===== src/axis_input_params.svh =====
// Purpose: Constants for the axis input-handling block
// Assumes: APB byte addresses, 32-bit data, pclk at 125 MHz
// Notes:   Definitions only
`ifndef AXIS_INPUT_PARAMS_SVH
`define AXIS_INPUT_PARAMS_SVH
`define CLK_MHZ          125
`define JOG_HOLD_MS      500
`define JOG_HOLD_CYCLES  (`JOG_HOLD_MS * `CLK_MHZ * 1000)
// Register byte offsets
`define OFF_CTRL         12'h000
`define OFF_STATUS       12'h004
`define OFF_CMD          12'h008
`define OFF_REPLY        12'h00C
`define OFF_LIMIT_DECEL  12'h010
`define OFF_SLOW_JOG     12'h014
`define OFF_FAST_JOG     12'h018
`define OFF_MANUAL_SEL   12'h01C
`define OFF_STICK_CENTRE 12'h020
`define OFF_STICK_RANGE  12'h024
`define OFF_STICK_MAX    12'h028
`define OFF_STICK_DEAD   12'h02C
`define OFF_ENC_POS      12'h030
`define OFF_ENC_AUX      12'h034
`define OFF_ENC_MASTER   12'h038
`define OFF_DATUM_POS    12'h03C
`define OFF_DEMAND_POS   12'h040
// Control bits
`define CTRL_STEPPER     0
`define CTRL_HALT_POLICY 1
`define CTRL_FB_NEG      2
`define CTRL_FOLLOW_NEG  3
// Manual select bits
`define SEL_JOG_SW       0
`define SEL_STICK        1
`define SEL_ENC_JOG      2
`define SEL_CHAN_INC     3
// Reset values and axis address prefix
`define CTRL_RST         32'h0000_0000
`define SEL_RST          4'h1
`define AXIS_ADDR        8'h01
`define SYNC_RST         9'h1C0
// Reply codes
`define REPLY_OK         4'h0
`define REPLY_ABORT      4'h1
`define REPLY_ACT_IDLE   4'h2
`define REPLY_ACT_ABORT  4'h3
`define REPLY_ACT_MOVE   4'h4
`endif


===== src/axis_input_pkg.sv =====
// Purpose: Types for the axis input-handling block
// Assumes: Nothing
// Notes:   Constants live in axis_input_params.svh
package axis_input_pkg;
  typedef enum logic [3:0] {
    CMD_NONE, CMD_MOVE, CMD_FAULT_CLEAR, CMD_ACTIVITY_QUERY, CMD_HOME_SEARCH
  } cmd_type;
  typedef enum logic [1:0] {JOG_IDLE, JOG_WAIT, JOG_SLOW, JOG_FAST} jog_state_type;
endpackage


===== src/axis_inputs.sv =====
// Purpose: Abort, limit, datum, jog and encoder inputs of one axis; stick calibration registers only
// Assumes: APB slave, zero wait states, inputs from pins
// Notes:   Speeds are rate outputs; a profile generator follows
//
// Local design decisions: register access over APB and the placing of the registers.
`timescale 1ns/100ps
`include "axis_input_params.svh"
module axis_inputs (
  input  wire logic        pclk,
  input  wire logic        presetn,
  input  wire logic        psel,
  input  wire logic        penable,
  input  wire logic        pwrite,
  input  wire logic [11:0] paddr,
  input  wire logic [31:0] pwdata,
  output logic [31:0]      prdata,
  output logic             pready,
  output logic             pslverr,
  input  wire logic        stop_in,
  input  wire logic        limit_up_in,
  input  wire logic        limit_down_in,
  input  wire logic        datum_stop_in,
  input  wire logic        datum_approach_in,
  input  wire logic        jog_pos_in,
  input  wire logic        jog_neg_in,
  input  wire logic        jog_fast_in,
  input  wire logic [5:0]  enc_in,
  input  wire logic        motion_step,
  input  wire logic        motion_dir,
  input  wire logic        drive_zero_req,
  output logic             step_out,
  output logic             dir_out,
  output logic             drive_zero,
  output logic             drive_enable,
  output logic             error_out,
  output logic             decel_limit,
  output logic [31:0]      speed_target,
  output logic             jog_step,
  output logic             jog_dir,
  output logic             datum_flag
);
  import axis_input_pkg::*;

  logic [31:0]   ctrl_ff;              // Mode and sense control
  logic [31:0]   limit_decel_rate_ff;  // Deceleration at a limit
  logic [31:0]   slow_jog_speed_ff;    // Slow jog rate
  logic [31:0]   fast_jog_speed_ff;    // Fast jog rate
  logic [3:0]    manual_control_select_ff; // Enabled manual sources
  logic [31:0]   stick_ff [4];         // Centre, range, max, deadband
  logic [31:0]   reply_ff;             // Last command reply
  logic [31:0]   datum_pos_ff;         // Captured datum position
  logic          abort_ff;             // Latched input abort
  logic [8:0]    sync1_ff;             // First synchroniser stage
  logic [8:0]    sync2_ff;             // Second synchroniser stage
  logic [5:0]    esync1_ff;            // Encoder first stage
  logic [5:0]    esync2_ff;            // Encoder second stage
  logic          datum_prev_ff;        // Datum edge history
  jog_state_type jog_ff;               // Jog sequencer
  logic [31:0]   jog_cnt_ff;           // Hold timer
  logic [31:0]   cnt_pos;              // Position count
  logic [31:0]   cnt_aux;              // Auxiliary count
  logic [31:0]   cnt_master;           // Master count
  logic          wr_en;                // APB write strobe
  logic          rd_en;                // APB read strobe
  cmd_type       cmd;                  // Command written this cycle
  logic          stop_open;            // Stop circuit open
  logic          lim_up;               // Upper limit open
  logic          lim_dn;               // Lower limit open
  logic          jog_sw_en;            // Jog switches honoured
  logic          jog_p;                // Jog plus active
  logic          jog_n;                // Jog minus active
  logic          jog_any;              // Either direction active
  logic          blocked;              // Current motion blocked
  logic [31:0]   rdata;                // Read mux
  logic          hit;                  // Address mapped

  // Decode of a register hit, used for writes
  function automatic logic is_reg(input logic [11:0] a, input logic [11:0] off);
    is_reg = (a == off);
  endfunction

  assign wr_en = psel & penable & pwrite;
  assign rd_en = psel & ~pwrite & ~penable;
  assign cmd   = cmd_type'(pwdata[3:0]);

  // Pin synchronisers, two stages each
  always_ff @(posedge pclk or negedge presetn) begin
    if (!presetn) begin
      sync1_ff  <= `SYNC_RST;  // Stop and limits start as made: no false abort
      sync2_ff  <= `SYNC_RST;  // Same for the second stage
      esync1_ff <= 6'h00;
      esync2_ff <= 6'h00;
    end else begin
      sync1_ff  <= {stop_in, limit_up_in, limit_down_in, datum_stop_in, datum_approach_in,
                    jog_pos_in, jog_neg_in, jog_fast_in, 1'b0};
      sync2_ff  <= sync1_ff;
      esync1_ff <= enc_in;
      esync2_ff <= esync1_ff;
    end
  end

  // Normally-closed inputs read high when made
  assign stop_open = ~sync2_ff[8];
  assign lim_up    = ~sync2_ff[7];
  assign lim_dn    = ~sync2_ff[6];
  assign jog_sw_en = manual_control_select_ff[`SEL_JOG_SW];
  assign jog_p     = sync2_ff[3] & jog_sw_en;
  assign jog_n     = sync2_ff[2] & jog_sw_en;
  assign jog_any   = jog_p | jog_n;

  // Abort latch: set wins over clear
  always_ff @(posedge pclk or negedge presetn) begin
    if (!presetn) begin
      abort_ff <= 1'b0;
    end else if (stop_open) begin
      abort_ff <= 1'b1;
    end else if (wr_en && is_reg(paddr, `OFF_CMD) && cmd == CMD_FAULT_CLEAR) begin
      abort_ff <= 1'b0;
    end
  end

  // Control and settings registers
  always_ff @(posedge pclk or negedge presetn) begin
    if (!presetn) begin
      ctrl_ff                  <= `CTRL_RST;
      limit_decel_rate_ff      <= 32'h0000_0000;
      slow_jog_speed_ff        <= 32'h0000_0000;
      fast_jog_speed_ff        <= 32'h0000_0000;
      manual_control_select_ff <= `SEL_RST;
    end else if (wr_en) begin
      if (is_reg(paddr, `OFF_CTRL))        ctrl_ff <= pwdata;
      if (is_reg(paddr, `OFF_LIMIT_DECEL)) limit_decel_rate_ff <= pwdata;
      if (is_reg(paddr, `OFF_SLOW_JOG))    slow_jog_speed_ff <= pwdata;
      if (is_reg(paddr, `OFF_FAST_JOG))    fast_jog_speed_ff <= pwdata;
      if (is_reg(paddr, `OFF_MANUAL_SEL))  manual_control_select_ff <= pwdata[3:0];
    end
  end

  // Stick calibration store
  genvar gi;
  generate
    for (gi = 0; gi < 4; gi++) begin : g_stick
      always_ff @(posedge pclk or negedge presetn) begin
        if (!presetn) begin
          stick_ff[gi] <= 32'h0000_0000;
        end else if (wr_en && is_reg(paddr, 12'(`OFF_STICK_CENTRE + 4 * gi))) begin
          stick_ff[gi] <= pwdata;
        end
      end
    end
  endgenerate

  // Command replies with axis address prefix
  always_ff @(posedge pclk or negedge presetn) begin
    if (!presetn) begin
      reply_ff <= 32'h0000_0000;
    end else if (wr_en && is_reg(paddr, `OFF_CMD)) begin
      unique case (cmd)
        CMD_MOVE, CMD_HOME_SEARCH: begin
          // Ignored and refused while aborted
          reply_ff <= {`AXIS_ADDR, 20'h00000, abort_ff ? `REPLY_ABORT : `REPLY_OK};
        end
        CMD_ACTIVITY_QUERY: begin
          // Current operation report
          reply_ff <= {`AXIS_ADDR, 20'h00000,
                       abort_ff ? `REPLY_ACT_ABORT : (jog_ff != JOG_IDLE ? `REPLY_ACT_MOVE : `REPLY_ACT_IDLE)};
        end
        default: begin
          reply_ff <= {`AXIS_ADDR, 20'h00000, `REPLY_OK};
        end
      endcase
    end
  end

  // Jog sequencer: single step, hold, slow and fast
  always_ff @(posedge pclk or negedge presetn) begin
    if (!presetn) begin
      jog_ff     <= JOG_IDLE;
      jog_cnt_ff <= 32'h0000_0000;
      jog_step   <= 1'b0;
      jog_dir    <= 1'b0;
    end else begin
      jog_step <= 1'b0;
      unique case (jog_ff)
        JOG_IDLE: begin
          if (jog_any && !abort_ff) begin
            jog_ff     <= JOG_WAIT;
            jog_dir    <= jog_p;
            jog_step   <= 1'b1;
            jog_cnt_ff <= 32'h0000_0000;
          end
        end
        JOG_WAIT: begin
          if (!jog_any) begin
            jog_ff <= JOG_IDLE;
          end else if (jog_cnt_ff >= 32'(`JOG_HOLD_CYCLES)) begin
            jog_ff <= JOG_SLOW;
          end else begin
            jog_cnt_ff <= jog_cnt_ff + 32'h0000_0001;
          end
        end
        JOG_SLOW: begin
          if (!jog_any || abort_ff) jog_ff <= JOG_IDLE;
          else if (sync2_ff[1])     jog_ff <= JOG_FAST;
        end
        JOG_FAST: begin
          if (!jog_any || abort_ff) jog_ff <= JOG_IDLE;
          else if (!sync2_ff[1])    jog_ff <= JOG_SLOW;
        end
      endcase
    end
  end

  // Motion blocked by a limit in its own direction
  assign blocked = (motion_dir & lim_up) | (~motion_dir & lim_dn);

  // Drive outputs
  always_ff @(posedge pclk or negedge presetn) begin
    if (!presetn) begin
      step_out     <= 1'b0;
      dir_out      <= 1'b0;
      drive_zero   <= 1'b1;
      error_out    <= 1'b0;
      drive_enable <= 1'b0;
      decel_limit  <= 1'b0;
      speed_target <= 32'h0000_0000;
    end else begin
      step_out    <= motion_step & ~abort_ff & ~blocked & ctrl_ff[`CTRL_STEPPER];
      dir_out     <= motion_dir & ~abort_ff & ctrl_ff[`CTRL_STEPPER];
      drive_zero  <= drive_zero_req | (abort_ff & ~ctrl_ff[`CTRL_STEPPER]);
      error_out   <= abort_ff;
      // Enable dropped on error unless policy holds it
      drive_enable <= ~abort_ff | ctrl_ff[`CTRL_HALT_POLICY];
      decel_limit <= blocked;
      if (blocked)
        speed_target <= limit_decel_rate_ff;
      else if (jog_ff == JOG_FAST)
        speed_target <= fast_jog_speed_ff;
      else if (jog_ff == JOG_SLOW)
        speed_target <= slow_jog_speed_ff;
      else if (datum_approach_q())
        speed_target <= slow_jog_speed_ff;
      else
        speed_target <= 32'h0000_0000;
    end
  end

  // Approach input slows the home search
  function automatic logic datum_approach_q();
    datum_approach_q = sync2_ff[4];
  endfunction

  // Datum capture on rising datum input
  always_ff @(posedge pclk or negedge presetn) begin
    if (!presetn) begin
      datum_prev_ff <= 1'b0;
      datum_pos_ff  <= 32'h0000_0000;
      datum_flag    <= 1'b0;
    end else begin
      datum_prev_ff <= sync2_ff[5];
      if (sync2_ff[5] && !datum_prev_ff) begin
        datum_pos_ff <= cnt_pos;
        datum_flag   <= 1'b1;
      end
    end
  end

  // Encoder decoders
  quad_counter u_enc_pos (
    .pclk     (pclk),
    .presetn  (presetn),
    .phase_a  (esync2_ff[0]),
    .phase_b  (esync2_ff[1]),
    .reverse  (ctrl_ff[`CTRL_FB_NEG]),
    .count_ff (cnt_pos)
  );
  quad_counter u_enc_aux (
    .pclk     (pclk),
    .presetn  (presetn),
    .phase_a  (esync2_ff[2]),
    .phase_b  (esync2_ff[3]),
    .reverse  (1'b0),
    .count_ff (cnt_aux)
  );
  quad_counter u_enc_master (
    .pclk     (pclk),
    .presetn  (presetn),
    .phase_a  (esync2_ff[4]),
    .phase_b  (esync2_ff[5]),
    .reverse  (ctrl_ff[`CTRL_FOLLOW_NEG]),
    .count_ff (cnt_master)
  );

  // Read mux
  always_comb begin
    hit   = 1'b1;
    rdata = 32'h0000_0000;
    unique case (paddr)
      `OFF_CTRL:         rdata = ctrl_ff;
      `OFF_STATUS:       rdata = {25'h0, datum_flag, jog_ff != JOG_IDLE, lim_dn, lim_up, error_out,
                                  drive_enable, abort_ff};
      `OFF_CMD:          rdata = 32'h0000_0000;
      `OFF_REPLY:        rdata = reply_ff;
      `OFF_LIMIT_DECEL:  rdata = limit_decel_rate_ff;
      `OFF_SLOW_JOG:     rdata = slow_jog_speed_ff;
      `OFF_FAST_JOG:     rdata = fast_jog_speed_ff;
      `OFF_MANUAL_SEL:   rdata = {28'h0, manual_control_select_ff};
      `OFF_STICK_CENTRE: rdata = stick_ff[0];
      `OFF_STICK_RANGE:  rdata = stick_ff[1];
      `OFF_STICK_MAX:    rdata = stick_ff[2];
      `OFF_STICK_DEAD:   rdata = stick_ff[3];
      `OFF_ENC_POS:      rdata = cnt_pos;
      `OFF_ENC_AUX:      rdata = cnt_aux;
      `OFF_ENC_MASTER:   rdata = cnt_master;
      `OFF_DATUM_POS:    rdata = datum_pos_ff;
      `OFF_DEMAND_POS:   rdata = cnt_pos;
      default:           hit = 1'b0;
    endcase
  end

  // APB answer: read data caught in setup, ready in access
  always_ff @(posedge pclk or negedge presetn) begin
    if (!presetn) begin
      prdata  <= 32'h0000_0000;
      pready  <= 1'b0;
      pslverr <= 1'b0;
    end else begin
      pready  <= psel & ~penable;
      pslverr <= psel & ~penable & ~hit;
      if (rd_en) prdata <= rdata;
    end
  end
endmodule


===== src/quad_counter.sv =====
// Purpose: Quadrature decoder with signed count
// Assumes: Phases already synchronised to pclk
// Notes:   Illegal double transitions are ignored
`timescale 1ns/100ps
module quad_counter (
  input  wire logic        pclk,
  input  wire logic        presetn,
  input  wire logic        phase_a,   // Synchronised phase A
  input  wire logic        phase_b,   // Synchronised phase B
  input  wire logic        reverse,   // Invert counting sense
  output logic [31:0]      count_ff   // Accumulated count
);
  logic [1:0] prev_ff;                // Previous phase pair
  logic       step;                   // One valid edge
  logic       up;                     // Direction of that edge

  // Gray-order decode of one valid edge
  always_comb begin
    step = (prev_ff[0] ^ phase_a) ^ (prev_ff[1] ^ phase_b);
    up   = (prev_ff[1] ^ phase_a) ^ reverse;
  end

  // Phase history
  always_ff @(posedge pclk or negedge presetn) begin
    if (!presetn) begin
      prev_ff <= 2'h0;
    end else begin
      prev_ff <= {phase_b, phase_a};
    end
  end

  // Count by one per valid edge
  always_ff @(posedge pclk or negedge presetn) begin
    if (!presetn) begin
      count_ff <= 32'h0000_0000;
    end else if (step) begin
      if (up) begin
        count_ff <= count_ff + 32'h0000_0001;
      end else begin
        count_ff <= count_ff - 32'h0000_0001;
      end
    end
  end
endmodule


===== config.mk =====
export PLATFORM = sky130hd
export DESIGN_NAME = axis_inputs
export DESIGN_NICKNAME = d
export VERILOG_FILES = /design/src/axis_input_pkg.sv /design/src/axis_inputs.sv /design/src/quad_counter.sv
export VERILOG_INCLUDE_DIRS = /design/src
export SDC_FILE = /design/constraint.sdc
export NUM_CORES = 1
export LEC_CHECK = 0
export BUFFER_PORTS_ARGS = -buffer_cell sky130_fd_sc_hd__buf_2
export CAP_MARGIN = 20
export CORE_MARGIN = 4
export CORE_UTILIZATION = 60
export CTS_CLUSTER_DIAMETER = 40
export DETAILED_ROUTE_END_ITERATION = 6
export GPL_TIMING_DRIVEN = 0
export HOLD_SLACK_MARGIN = 0.02
export MAX_ROUTING_LAYER = met4
export PLACE_DENSITY = 0.78
export SYNTH_ARGS = -nofsm -noshare
export SYNTH_HDL_FRONTEND = slang
export SYNTH_HIERARCHICAL = 1
export SYNTH_SLANG_ARGS = --single-unit

===== constraint.sdc =====
create_clock -name pclk -period 4.2 [get_ports pclk]
set_clock_uncertainty 0.1 [all_clocks]
set_input_delay 0.21 -clock pclk [delete_from_list [all_inputs] [get_ports pclk]]
set_output_delay 0.21 -clock pclk [all_outputs]
set_load 0.005 [all_outputs]

==> results.txt, run 1 <==
- The flow ran to the end, but the final reports show violations.
- Total power per unit cell area: 527 mW/mm²
- Clock tree from TritonCTS: built
- DRC violations left: 3
- Via count of the first global-routing pass: 24857
* Area enclosed by the die boundary: 0.0503 mm²
* Largest net degree at the start of global routing: 122
- The number of buffers and inverters on the critical path is 2.
* Post-synthesis compound-gate area fraction: 12.6%
* Worst Setup End Kind: flip-flop
- Once layout is complete, the cells apart from fillers number 3563.
* DR vias/cell: 7.19
- The tool flagged a number of max-cap violations equal to 0.
- Distinct cell type count of the synthesized netlist: 99
* Highest fanout seen on the critical path: 10
* Top cells by area, synth: sky130_fd_sc_hd__dfrtp_1 (47%), sky130_fd_sc_hd__mux2_2 (11%), sky130_fd_sc_hd__mux2i_1 (3.5%)
* Final setup violation count: 0
* Fmax: 248 MHz
- Number of placed instances, taps included: 3355
* Insertion delay to the later sink of the worst-skew pair: 0.63 ns
* Ys flop type: sky130_fd_sc_hd__dfrtp_1
- Across every metal layer, demand over resource in global routing totals 45.3%.
- Port buffering added 140 buffers.
- The longest clock path from root to sink contains 3 buffers.
- Capturing element of the worst setup path: u_enc_master/count_ff[22]$_DFFE_PN0P_
- Overflow left after global routing: 0
* Time the final worst path needs with I/O delays and setup: 4.04 ns
- Number of top-level design ports: 141
- Slew at the pin with the worst max-slew slack: 1.31 ns
- Ratio of cells with drive above 1 in the final layout: 24.5%
- Critical path launch point type: flip-flop
- Compared with the post-synthesis result, the final layout area differs by 18.2%.
* Classification of the worst-slack hold path: input pin to asynchronous set/reset pin
- Summed over all cells, the static leakage comes to 0.0149 µW.
- Of the total synthesized cell area, the portion taken by AND, OR, NAND and NOR gates is 14.7%.
- HPWL after detailed placement: 78800 µm
- The die is 224 µm wide.
- Required time at the endpoint of the critical path: 4.60 ns
- For this design, the slowest cell found on the critical path is sky130_fd_sc_hd__xor3_2.
- During synthesis, Yosys emitted a total of 6 warnings.
* Residual antenna-violating net count after detailed routing: 0
- End of the worst register-to-register path: u_enc_master/count_ff[22]$_DFFE_PN0P_
* Final hold violations: 0
- Clock transition at the registers of the reported paths: 0.06 ns
- The worst pin sits at a relative slew slack of 12.5%.
- EDFF count, synth: 0
- In this design, the stage delay of the slowest critical-path cell is 0.64 ns.
- Die extent in y: 224 µm
* Initial Util: 60.5%
- For flop-to-flop paths, the worst setup slack is 0.16 ns.
* Root buffer selected by CTS: sky130_fd_sc_hd__clkbuf_16
* Share of synthesized registers carrying an async set or reset: 100%
- In the synthesized netlist, mux cells make up 16.8% of the area.
* Wire length reported by the detailed router: 113000 µm
- Buffers inserted during clock tree synthesis total 80.
- IR analysis of the VDD net gives a maximum drop of 0.416 mV.
* Worst Reg-to-Reg Cells: 11
* Setup CP Type: flip-flop to flip-flop
- After the first detailed-routing iteration, the DRC count stood at 4108.
- Post-Synth Adder-Cell Area: 0.223%
* Largest family of logic cells by synthesized area: multiplexers
- Tracing the worst setup path back leads to its startpoint at ctrl_ff[3]$_DFFE_PN0P_.
* Unrepaired setup endpoints after global routing: no
- Final period util: 96.2%
* Kind of cell with the highest combined delay on the critical path: XOR/XNOR gates
- Worst reg2reg startpoint: ctrl_ff[3]$_DFFE_PN0P_
- Arrival time at the worst endpoint: 4.44 ns
- The critical path runs through a total of 11 cells.
- After floorplanning, the core was sized to cover 0.0465 mm².
- Proportion of synthesized chip area in sequential cells: 47.9%
- Routability-driven placement finished with a final weighted congestion of 1.04.
- Cell type with the largest total area after synthesis: sky130_fd_sc_hd__dfrtp_1
- For this block, the via count after detailed routing is 25617.
- The H-tree generated during clock tree synthesis spans 3 levels.
- For this run, the post-layout net count is 2957.
- After routing the design area is 0.0332 mm².
- For this design, the sink count on the clock tree is 537.
* Total Power Consumption: 17500 µW
- Wire length of the first global-routing pass: 164000 µm
- After detailed routing, the average wire length per cell comes to 31.8 µm.
- Mapped Area: 0.0281 mm²
- Register bit total from synthesis: 537
- Placed instance area: 0.0297 mm²
- Sequence of cells on the critical path: xor3_2, clkbuf_2, clkbuf_2, xnor2_1, ha_1, nor4_2, nand4_1, a32o_1, a2111oi_0, a31oi_1, xnor2_1
* Fraction of post-synthesis cell area in the top cell type by area: 47.1%
- Final slew viol count: 0
* Cell count after synthesis: 2601
- The initial antenna violation count is 4.
- The checks that failed: DRC.
- 1st-pass router iterations: 7
* Mean instance size in the synthesized netlist: 10.8 µm²
* Site Rows: 79
- Of the total synthesized cell area, the portion taken by XOR and XNOR cells is 3.98%.
[through the flow]
stage | setup WS, ns | setup TNS, ns | hold slack (ns) | utilization, %
detailed placement | -0.286 | -1.64 | 0.159 | 63.9
CTS | 0.0190 | 0 | 0.0769 | 71.3
global placement | -7.70 | -4076.51 | 0.217 | 63.6
global route | 0.107 | 0 | 0.133 | 71.5
floorplan | 0.786 | 0 | -0.186 | -
finish | 0.160 | 0 | 0.0587 | 71.5
[worst min-delay path by stage]
stage	startpoint	to	slack [ns]
floorplan	presetn	abort_ff$_DFFE_PN0P_	-0.19
finish	presetn	jog_cnt_ff[13]$_DFFE_PN0P_	0.06
global route	presetn	jog_cnt_ff[13]$_DFFE_PN0P_	0.13
detailed placement	presetn	jog_cnt_ff[14]$_DFFE_PN0P_	0.16
global placement	limit_down_in	sync1_ff[6]$_DFF_PN1_	0.22
CTS	paddr[1]	prdata[9]$_DFFE_PN0P_	0.08
[cell usage after synthesis (19+ instances only)]
library cell                 n
sky130_fd_sc_hd__mux2i_1    97
sky130_fd_sc_hd__clkbuf_1  142
sky130_fd_sc_hd__nor4_1     66
sky130_fd_sc_hd__or4_1      22
sky130_fd_sc_hd__nor2_1    121
sky130_fd_sc_hd__xor2_1     45
sky130_fd_sc_hd__a221oi_1   22
sky130_fd_sc_hd__nand3_1    80
sky130_fd_sc_hd__nand2_1   177
sky130_fd_sc_hd__and2_1     19
sky130_fd_sc_hd__and3_1     37
sky130_fd_sc_hd__a31oi_1    25
sky130_fd_sc_hd__or3_1      25
sky130_fd_sc_hd__dfrtp_1   529
sky130_fd_sc_hd__nand4_1    57
sky130_fd_sc_hd__a22o_1     21
sky130_fd_sc_hd__nor3_1     71
sky130_fd_sc_hd__xnor2_1    66
sky130_fd_sc_hd__o22ai_1    24
sky130_fd_sc_hd__mux2_2    267
sky130_fd_sc_hd__a21oi_1   113
sky130_fd_sc_hd__buf_2      42
sky130_fd_sc_hd__inv_1      20
sky130_fd_sc_hd__mux2_4     30
sky130_fd_sc_hd__a22oi_1    81
sky130_fd_sc_hd__o21ai_0    97
[power breakdown]
part / internal, µW / switching, µW
logic: 1170 / 2440
registers: 5730 / 993
clock network: 4470 / 2710
[registers in the layout, summed over array words and instances (netlist names), 4 cells and up]
register	count
fast_jog_speed_ff	32
jog_cnt_ff	32
esync2_ff	6
esync1_ff	6
datum_pos_ff	32
prdata	32
manual_control_select_ff	4
sync2_ff	8
reply_ff	4
speed_target	32
stick_ff	128
u_enc_master/count_ff	32
limit_decel_rate_ff	32
u_enc_pos/count_ff	32
u_enc_aux/count_ff	32
ctrl_ff	32
sync1_ff	8
slow_jog_speed_ff	32
[layout by cell type (no fill, tap or decap), drive strengths merged, types with 66 or more instances in the layout]
| cell | instances |
|---|---|
| mux2i | 97 |
| clkbuf | 244 |
| o21ai | 102 |
| a22oi | 81 |
| nand2 | 179 |
| a21oi | 117 |
| buf | 222 |
| xnor2 | 66 |
| nor3 | 74 |
| mux2 | 311 |
| nand3 | 81 |
| nor2 | 123 |
| nor4 | 71 |
| dfrtp | 529 |
[worst register-to-register path: stages (launching register included)]
cell	delay [ns]
sky130_fd_sc_hd__dfrtp_2	0.52
sky130_fd_sc_hd__xor3_2	0.65
sky130_fd_sc_hd__clkbuf_2	0.34
sky130_fd_sc_hd__clkbuf_2	0.32
sky130_fd_sc_hd__xnor2_1	0.10
sky130_fd_sc_hd__ha_1	0.29
sky130_fd_sc_hd__nor4_2	0.37
sky130_fd_sc_hd__nand4_1	0.21
sky130_fd_sc_hd__a32o_1	0.36
sky130_fd_sc_hd__a2111oi_0	0.39
sky130_fd_sc_hd__a31oi_1	0.10
sky130_fd_sc_hd__xnor2_1	0.16
[what timing repair did]
item	in CTS	in global routing
setup endpoints to repair	15	20
cloned	0	0
pin swaps	0	1
resized for setup	5	8
hold buffers	52	0
setup buffers	1	0
hold endpoints to repair	325	0
[routing by layer]
layer | wire length [µm] | track usage [%] | vias up
li1 | - | - | 10327
met1 | 41200 | 57.8 | 12585
met2 | 49300 | 65.4 | 2154
met3 | 14600 | 12.6 | 551
met4 | 8200 | 25.9 | 0
met5 | 0 | - | -
[cell type report]
cell class / count / area [µm²]
repair buffers: 202 / 1410
flip-flops and latches: 537 / 13400
clock inverters: 48 / 663
plain buffers: 217 / 998
diodes: 5 / 12.5
clock buffers: 99 / 2230
well taps: 607 / 759
inverters: 20 / 75.1
multi-input cells: 1828 / 13600
fillers: 3234 / 13300
[logic make-up (layout without fill, tap and decap cells)]
| logic type | after synthesis | in the layout |
|---|---|---|
| compound gates | 522 | 522 |
| xor+xnor | 117 | 117 |
| simple gates | 768 | 768 |
| flops | 537 | 537 |
| other cells | 1 | 7 |
| buf+inv | 237 | 586 |
| fa+ha+maj | 5 | 5 |
| mux | 414 | 414 |
(Power assumes the default switching activity.)
==> run 2, diff against run 1 <==
==> constraint.sdc (replaced) <==
create_clock -name pclk -period 4.5 [get_ports pclk]
set_clock_uncertainty 0.1 [all_clocks]
set_input_delay 0.225 -clock pclk [delete_from_list [all_inputs] [get_ports pclk]]
set_output_delay 0.225 -clock pclk [all_outputs]
set_load 0.005 [all_outputs]
==> run 2 against run 1 <==
The run still ends with DRC left. Power decreased by 6.7%. Die area unchanged. Core utilization decreased by 0.067 points. Sequential cell count unchanged. Sequential share of layout area about the same. Critical path type unchanged.
==> results.txt, run 2 (synthesized netlist as in run 1, its figures left out) <==
- Result of the run: finished with violations (unchanged)
- Violations in the final reports: DRC (unchanged).
- Insertion delay to the later sink of the worst-skew pair: 0.64 ns (was 0.63 ns)
* Number of antenna violations at the first check in global routing: 4 (unchanged)
- Final routed wire length divided by cell count: 31.8 µm (about the same)
- The floorplan die area came to 0.0503 mm² (unchanged).
* Site Rows: 79 (unchanged)
- The required time of the worst setup path was 4.88 ns (was 4.60 ns).
* Weighted congestion at the end of routability-driven global placement: 1.04 (unchanged)
- The highest-delay cell along the critical path was sky130_fd_sc_hd__xor3_1 (was sky130_fd_sc_hd__xor3_2).
* Final standard cell area without fillers: 0.0332 mm² (about the same)
- Number of placed instances, taps included: 3355 (unchanged)
- The sum of overflow across all layers after global routing came to 0 (unchanged).
- Setup CP Type: flip-flop to flip-flop (unchanged)
* Time the final worst path needs with I/O delays and setup: 4.44 ns (was 4.04 ns)
- Unrepaired setup endpoints after global routing: no (unchanged).
- The classification of the worst-slack hold path was input pin to asynchronous set/reset pin (unchanged).
* Max Buffers Root-to-Sink: 3 (unchanged)
- Post-placement worst setup slack: 0.0145 ns (was -0.286 ns)
- Wire length reported by the detailed router: 113000 µm (about the same)
* Worst IR Drop VDD: 0.389 mV (was 0.416 mV)
- The global router's overall resource usage was 45.3% (about the same).
- Commonest cells after routing, fill and taps aside: sky130_fd_sc_hd__dfrtp_1 (529), sky130_fd_sc_hd__mux2_2 (267), sky130_fd_sc_hd__buf_2 (181) (was sky130_fd_sc_hd__dfrtp_1 (528), sky130_fd_sc_hd__mux2_2 (267), sky130_fd_sc_hd__buf_2 (181)).
* Fin worst setup slack: 0.0609 ns (was 0.160 ns)
* Initial Util: 60.5% (unchanged)
* Wire length of the first global-routing pass: 164000 µm (about the same)
* Final hold violations: 0 (unchanged)
* Number of top-level design ports: 141 (unchanged)
* Final TNS setup: 0 ns (unchanged)
* 1st-pass router iterations: 7 (unchanged)
* Worst slew margin relative to its limit: 16.5% (was 12.5%)
- Fmax: 225 MHz (was 248 MHz)
- Total power per unit cell area: 492 mW/mm² (was 527 mW/mm²)
- The category of the worst setup path launch point was a flip-flop (unchanged).
- Slew at the pin with the worst max-slew slack: 1.25 ns (was 1.31 ns)
- The DRC marker count from the first detailed-route iteration is 4083 (was 4108).
- The endpoint of the lowest-slack register-to-register path is u_enc_pos/count_ff[14]$_DFFE_PN0P_ (was u_enc_master/count_ff[22]$_DFFE_PN0P_).
- The final routed DRC violation total is 3 (unchanged).
- Number of flip-flops in the largest register: 128 (unchanged)
* Number of CTS-inserted buffers: 80 (unchanged)
- The maximum level of the CTS H-tree came to 3 (unchanged).
- Worst Setup End Kind: flip-flop (unchanged)
- The biggest fanout along the worst timing path came to 10 (unchanged).
- Total via count after detailed routing: 25692 (was 25617)
* Number of filler instances in the final layout: 3235 (was 3234)
* Final period util: 98.6% (was 96.2%)
* Worst reg2reg startpoint: ctrl_ff[2]$_DFFE_PN0P_ (was ctrl_ff[3]$_DFFE_PN0P_)
- Register cell area after layout: 0.0134 mm² (about the same)
- The total half-perimeter wirelength after legalization and detailed placement came to 78800 µm (unchanged).
- The sink count of the clock tree came to 537 (unchanged).
- Final slew viol count: 0 (unchanged)
* Final setup violation count: 0 (unchanged)
* Placed instance area: 0.0297 mm² (unchanged)
* Slack of the worst reg-to-reg path: 0.06 ns (was 0.16 ns)
- The most frequent standard cell in the layout excluding fill and tap cells was sky130_fd_sc_hd__dfrtp_1 (unchanged).
- Kind of cell with the highest combined delay on the critical path: compound AO/OA/AOI/OAI gates (was XOR/XNOR gates)
- The overall die width was 224 µm (unchanged).
- DR vias/cell: 7.21 (was 7.19)
- Sum of buffers and inverters on the critical path: 3 (was 2)
- Total core area: 0.0465 mm² (unchanged)
* Residual antenna-violating net count after detailed routing: 0 (unchanged)
* Buffers added on ports: 140 (unchanged)
- Largest net degree at the start of global routing: 122 (unchanged)
- Clock transition at the registers of the reported paths: 0.06 ns (about the same)
* Footprint of the multi-input gates: 0.0136 mm² (about the same)
- Sequence of cells on the critical path: xor3_1, clkbuf_2, buf_2, buf_2, xnor2_1, ha_1, or3_1, o41ai_1, o31a_1, mux2i_1, nand2_1, xnor2_1 (was xor3_2, clkbuf_2, clkbuf_2, xnor2_1, ha_1, nor4_2, nand4_1, a32o_1, a2111oi_0, a31oi_1, xnor2_1).
* Clock tree from TritonCTS: built (unchanged)
- The share of final-layout standard cells stronger than drive strength 1 was 24.2% (was 24.5%).
- The longest individual stage delay on the worst path is 0.61 ns (was 0.64 ns).
- Static Leakage: 0.0149 µW (about the same)
* Worst Reg-to-Reg Cells: 12 (was 11)
- The critical path data arrival time is 4.82 ns (was 4.44 ns).
- Area grow syn2layout: 18.1% (was 18.2%)
* Post-Layout Cell Count: 3564 (was 3563)
- The number of nets in the layout was 2956 (was 2957).
- The count of maximum capacitance violations is 0 (unchanged).
- # Post-CTS Setup Buffers: 0 (was 1)
- Die extent in y: 224 µm (unchanged)
- The clock tree root driver cell is sky130_fd_sc_hd__clkbuf_16 (unchanged).
* Via count of the first global-routing pass: 24861 (was 24857)
* Register with the most flip-flops: stick_ff (unchanged)
- Hold slack: 0.0882 ns (was 0.0587 ns)
-- run 2: changes by cell type in the layout (fill, tap and decap cells not counted), sizes merged --
cell	delta
clkbuf	-1
diode	+2
-- run 2: how the worst max path moves through the flow --
stage	startpoint	end	slack, ns	cells past startpoint
after floorplan	ctrl_ff[3]$_DFFE_PN0P_	u_enc_master/count_ff[22]$_DFFE_PN0P_	1.09	11
after global placement	presetn	esync1_ff[2]$_DFF_PN0_	-7.42	1
after detailed placement	ctrl_ff[3]$_DFFE_PN0P_	u_enc_master/count_ff[22]$_DFFE_PN0P_	0.01	11
after CTS	ctrl_ff[2]$_DFFE_PN0P_	u_enc_pos/count_ff[14]$_DFFE_PN0P_	0.11	12
after global routing	ctrl_ff[2]$_DFFE_PN0P_	u_enc_pos/count_ff[14]$_DFFE_PN0P_	0.008	12
final	ctrl_ff[2]$_DFFE_PN0P_	u_enc_pos/count_ff[14]$_DFFE_PN0P_	0.06	12
-- run 2: where the power goes --
group	internal, µW	total [µW]	switching, µW
combinational	1090	3350	2270
sequential	5350	6270	926
clock	4170	6710	2540
-- run 2: timing repair --
action,in CTS,in global routing
endpoints found under the setup margin,1,16
gates resized for setup,1,8
endpoints found under the hold margin,325,0
hold buffers,52,0
-- run 2: per-stage QoR --
step,total power [µW],utilization [%]
after floorplan,7940,-
after global placement,9360,63.6
after detailed placement,9430,63.9
after CTS,16100,71.3
after global routing,16800,71.4
final,16300,71.4
-- run 2: cell type report --
| type | instances | area share (%) |
|---|---|---|
| Multi-Input combinational cell | 1828 | 41.0 |
| Buffer | 217 | 3.01 |
| Antenna cell | 7 | 0.0528 |
| Sequential cell | 537 | 40.5 |
| Inverter | 20 | 0.226 |
| Clock buffer | 99 | 6.71 |
| Tap cell | 607 | 2.29 |
| Clock inverter | 48 | 2.00 |
| Timing Repair Buffer | 201 | 4.21 |
-- run 2: routing by layer --
| layer | track usage (%) | vias up | share of wire [%] |
|---|---|---|---|
| li1 | - | 10333 | - |
| met1 | 57.8 | 12667 | 37 |
| met2 | 65.4 | 2147 | 43 |
| met3 | 12.6 | 545 | 13 |
| met4 | 25.9 | 0 | 7.2 |
| met5 | - | - | 0 |
-- run 2: worst reg2reg max path: stages, from the launching register on --
cell and delay (ns):
sky130_fd_sc_hd__dfrtp_1 0.53, sky130_fd_sc_hd__xor3_1 0.61, sky130_fd_sc_hd__clkbuf_2 0.31, sky130_fd_sc_hd__buf_2 0.29, sky130_fd_sc_hd__buf_2 0.28, sky130_fd_sc_hd__xnor2_1 0.10
sky130_fd_sc_hd__ha_1 0.29, sky130_fd_sc_hd__or3_1 0.37, sky130_fd_sc_hd__o41ai_1 0.51, sky130_fd_sc_hd__o31a_1 0.42, sky130_fd_sc_hd__mux2i_1 0.22, sky130_fd_sc_hd__nand2_1 0.09
sky130_fd_sc_hd__xnor2_1 0.17
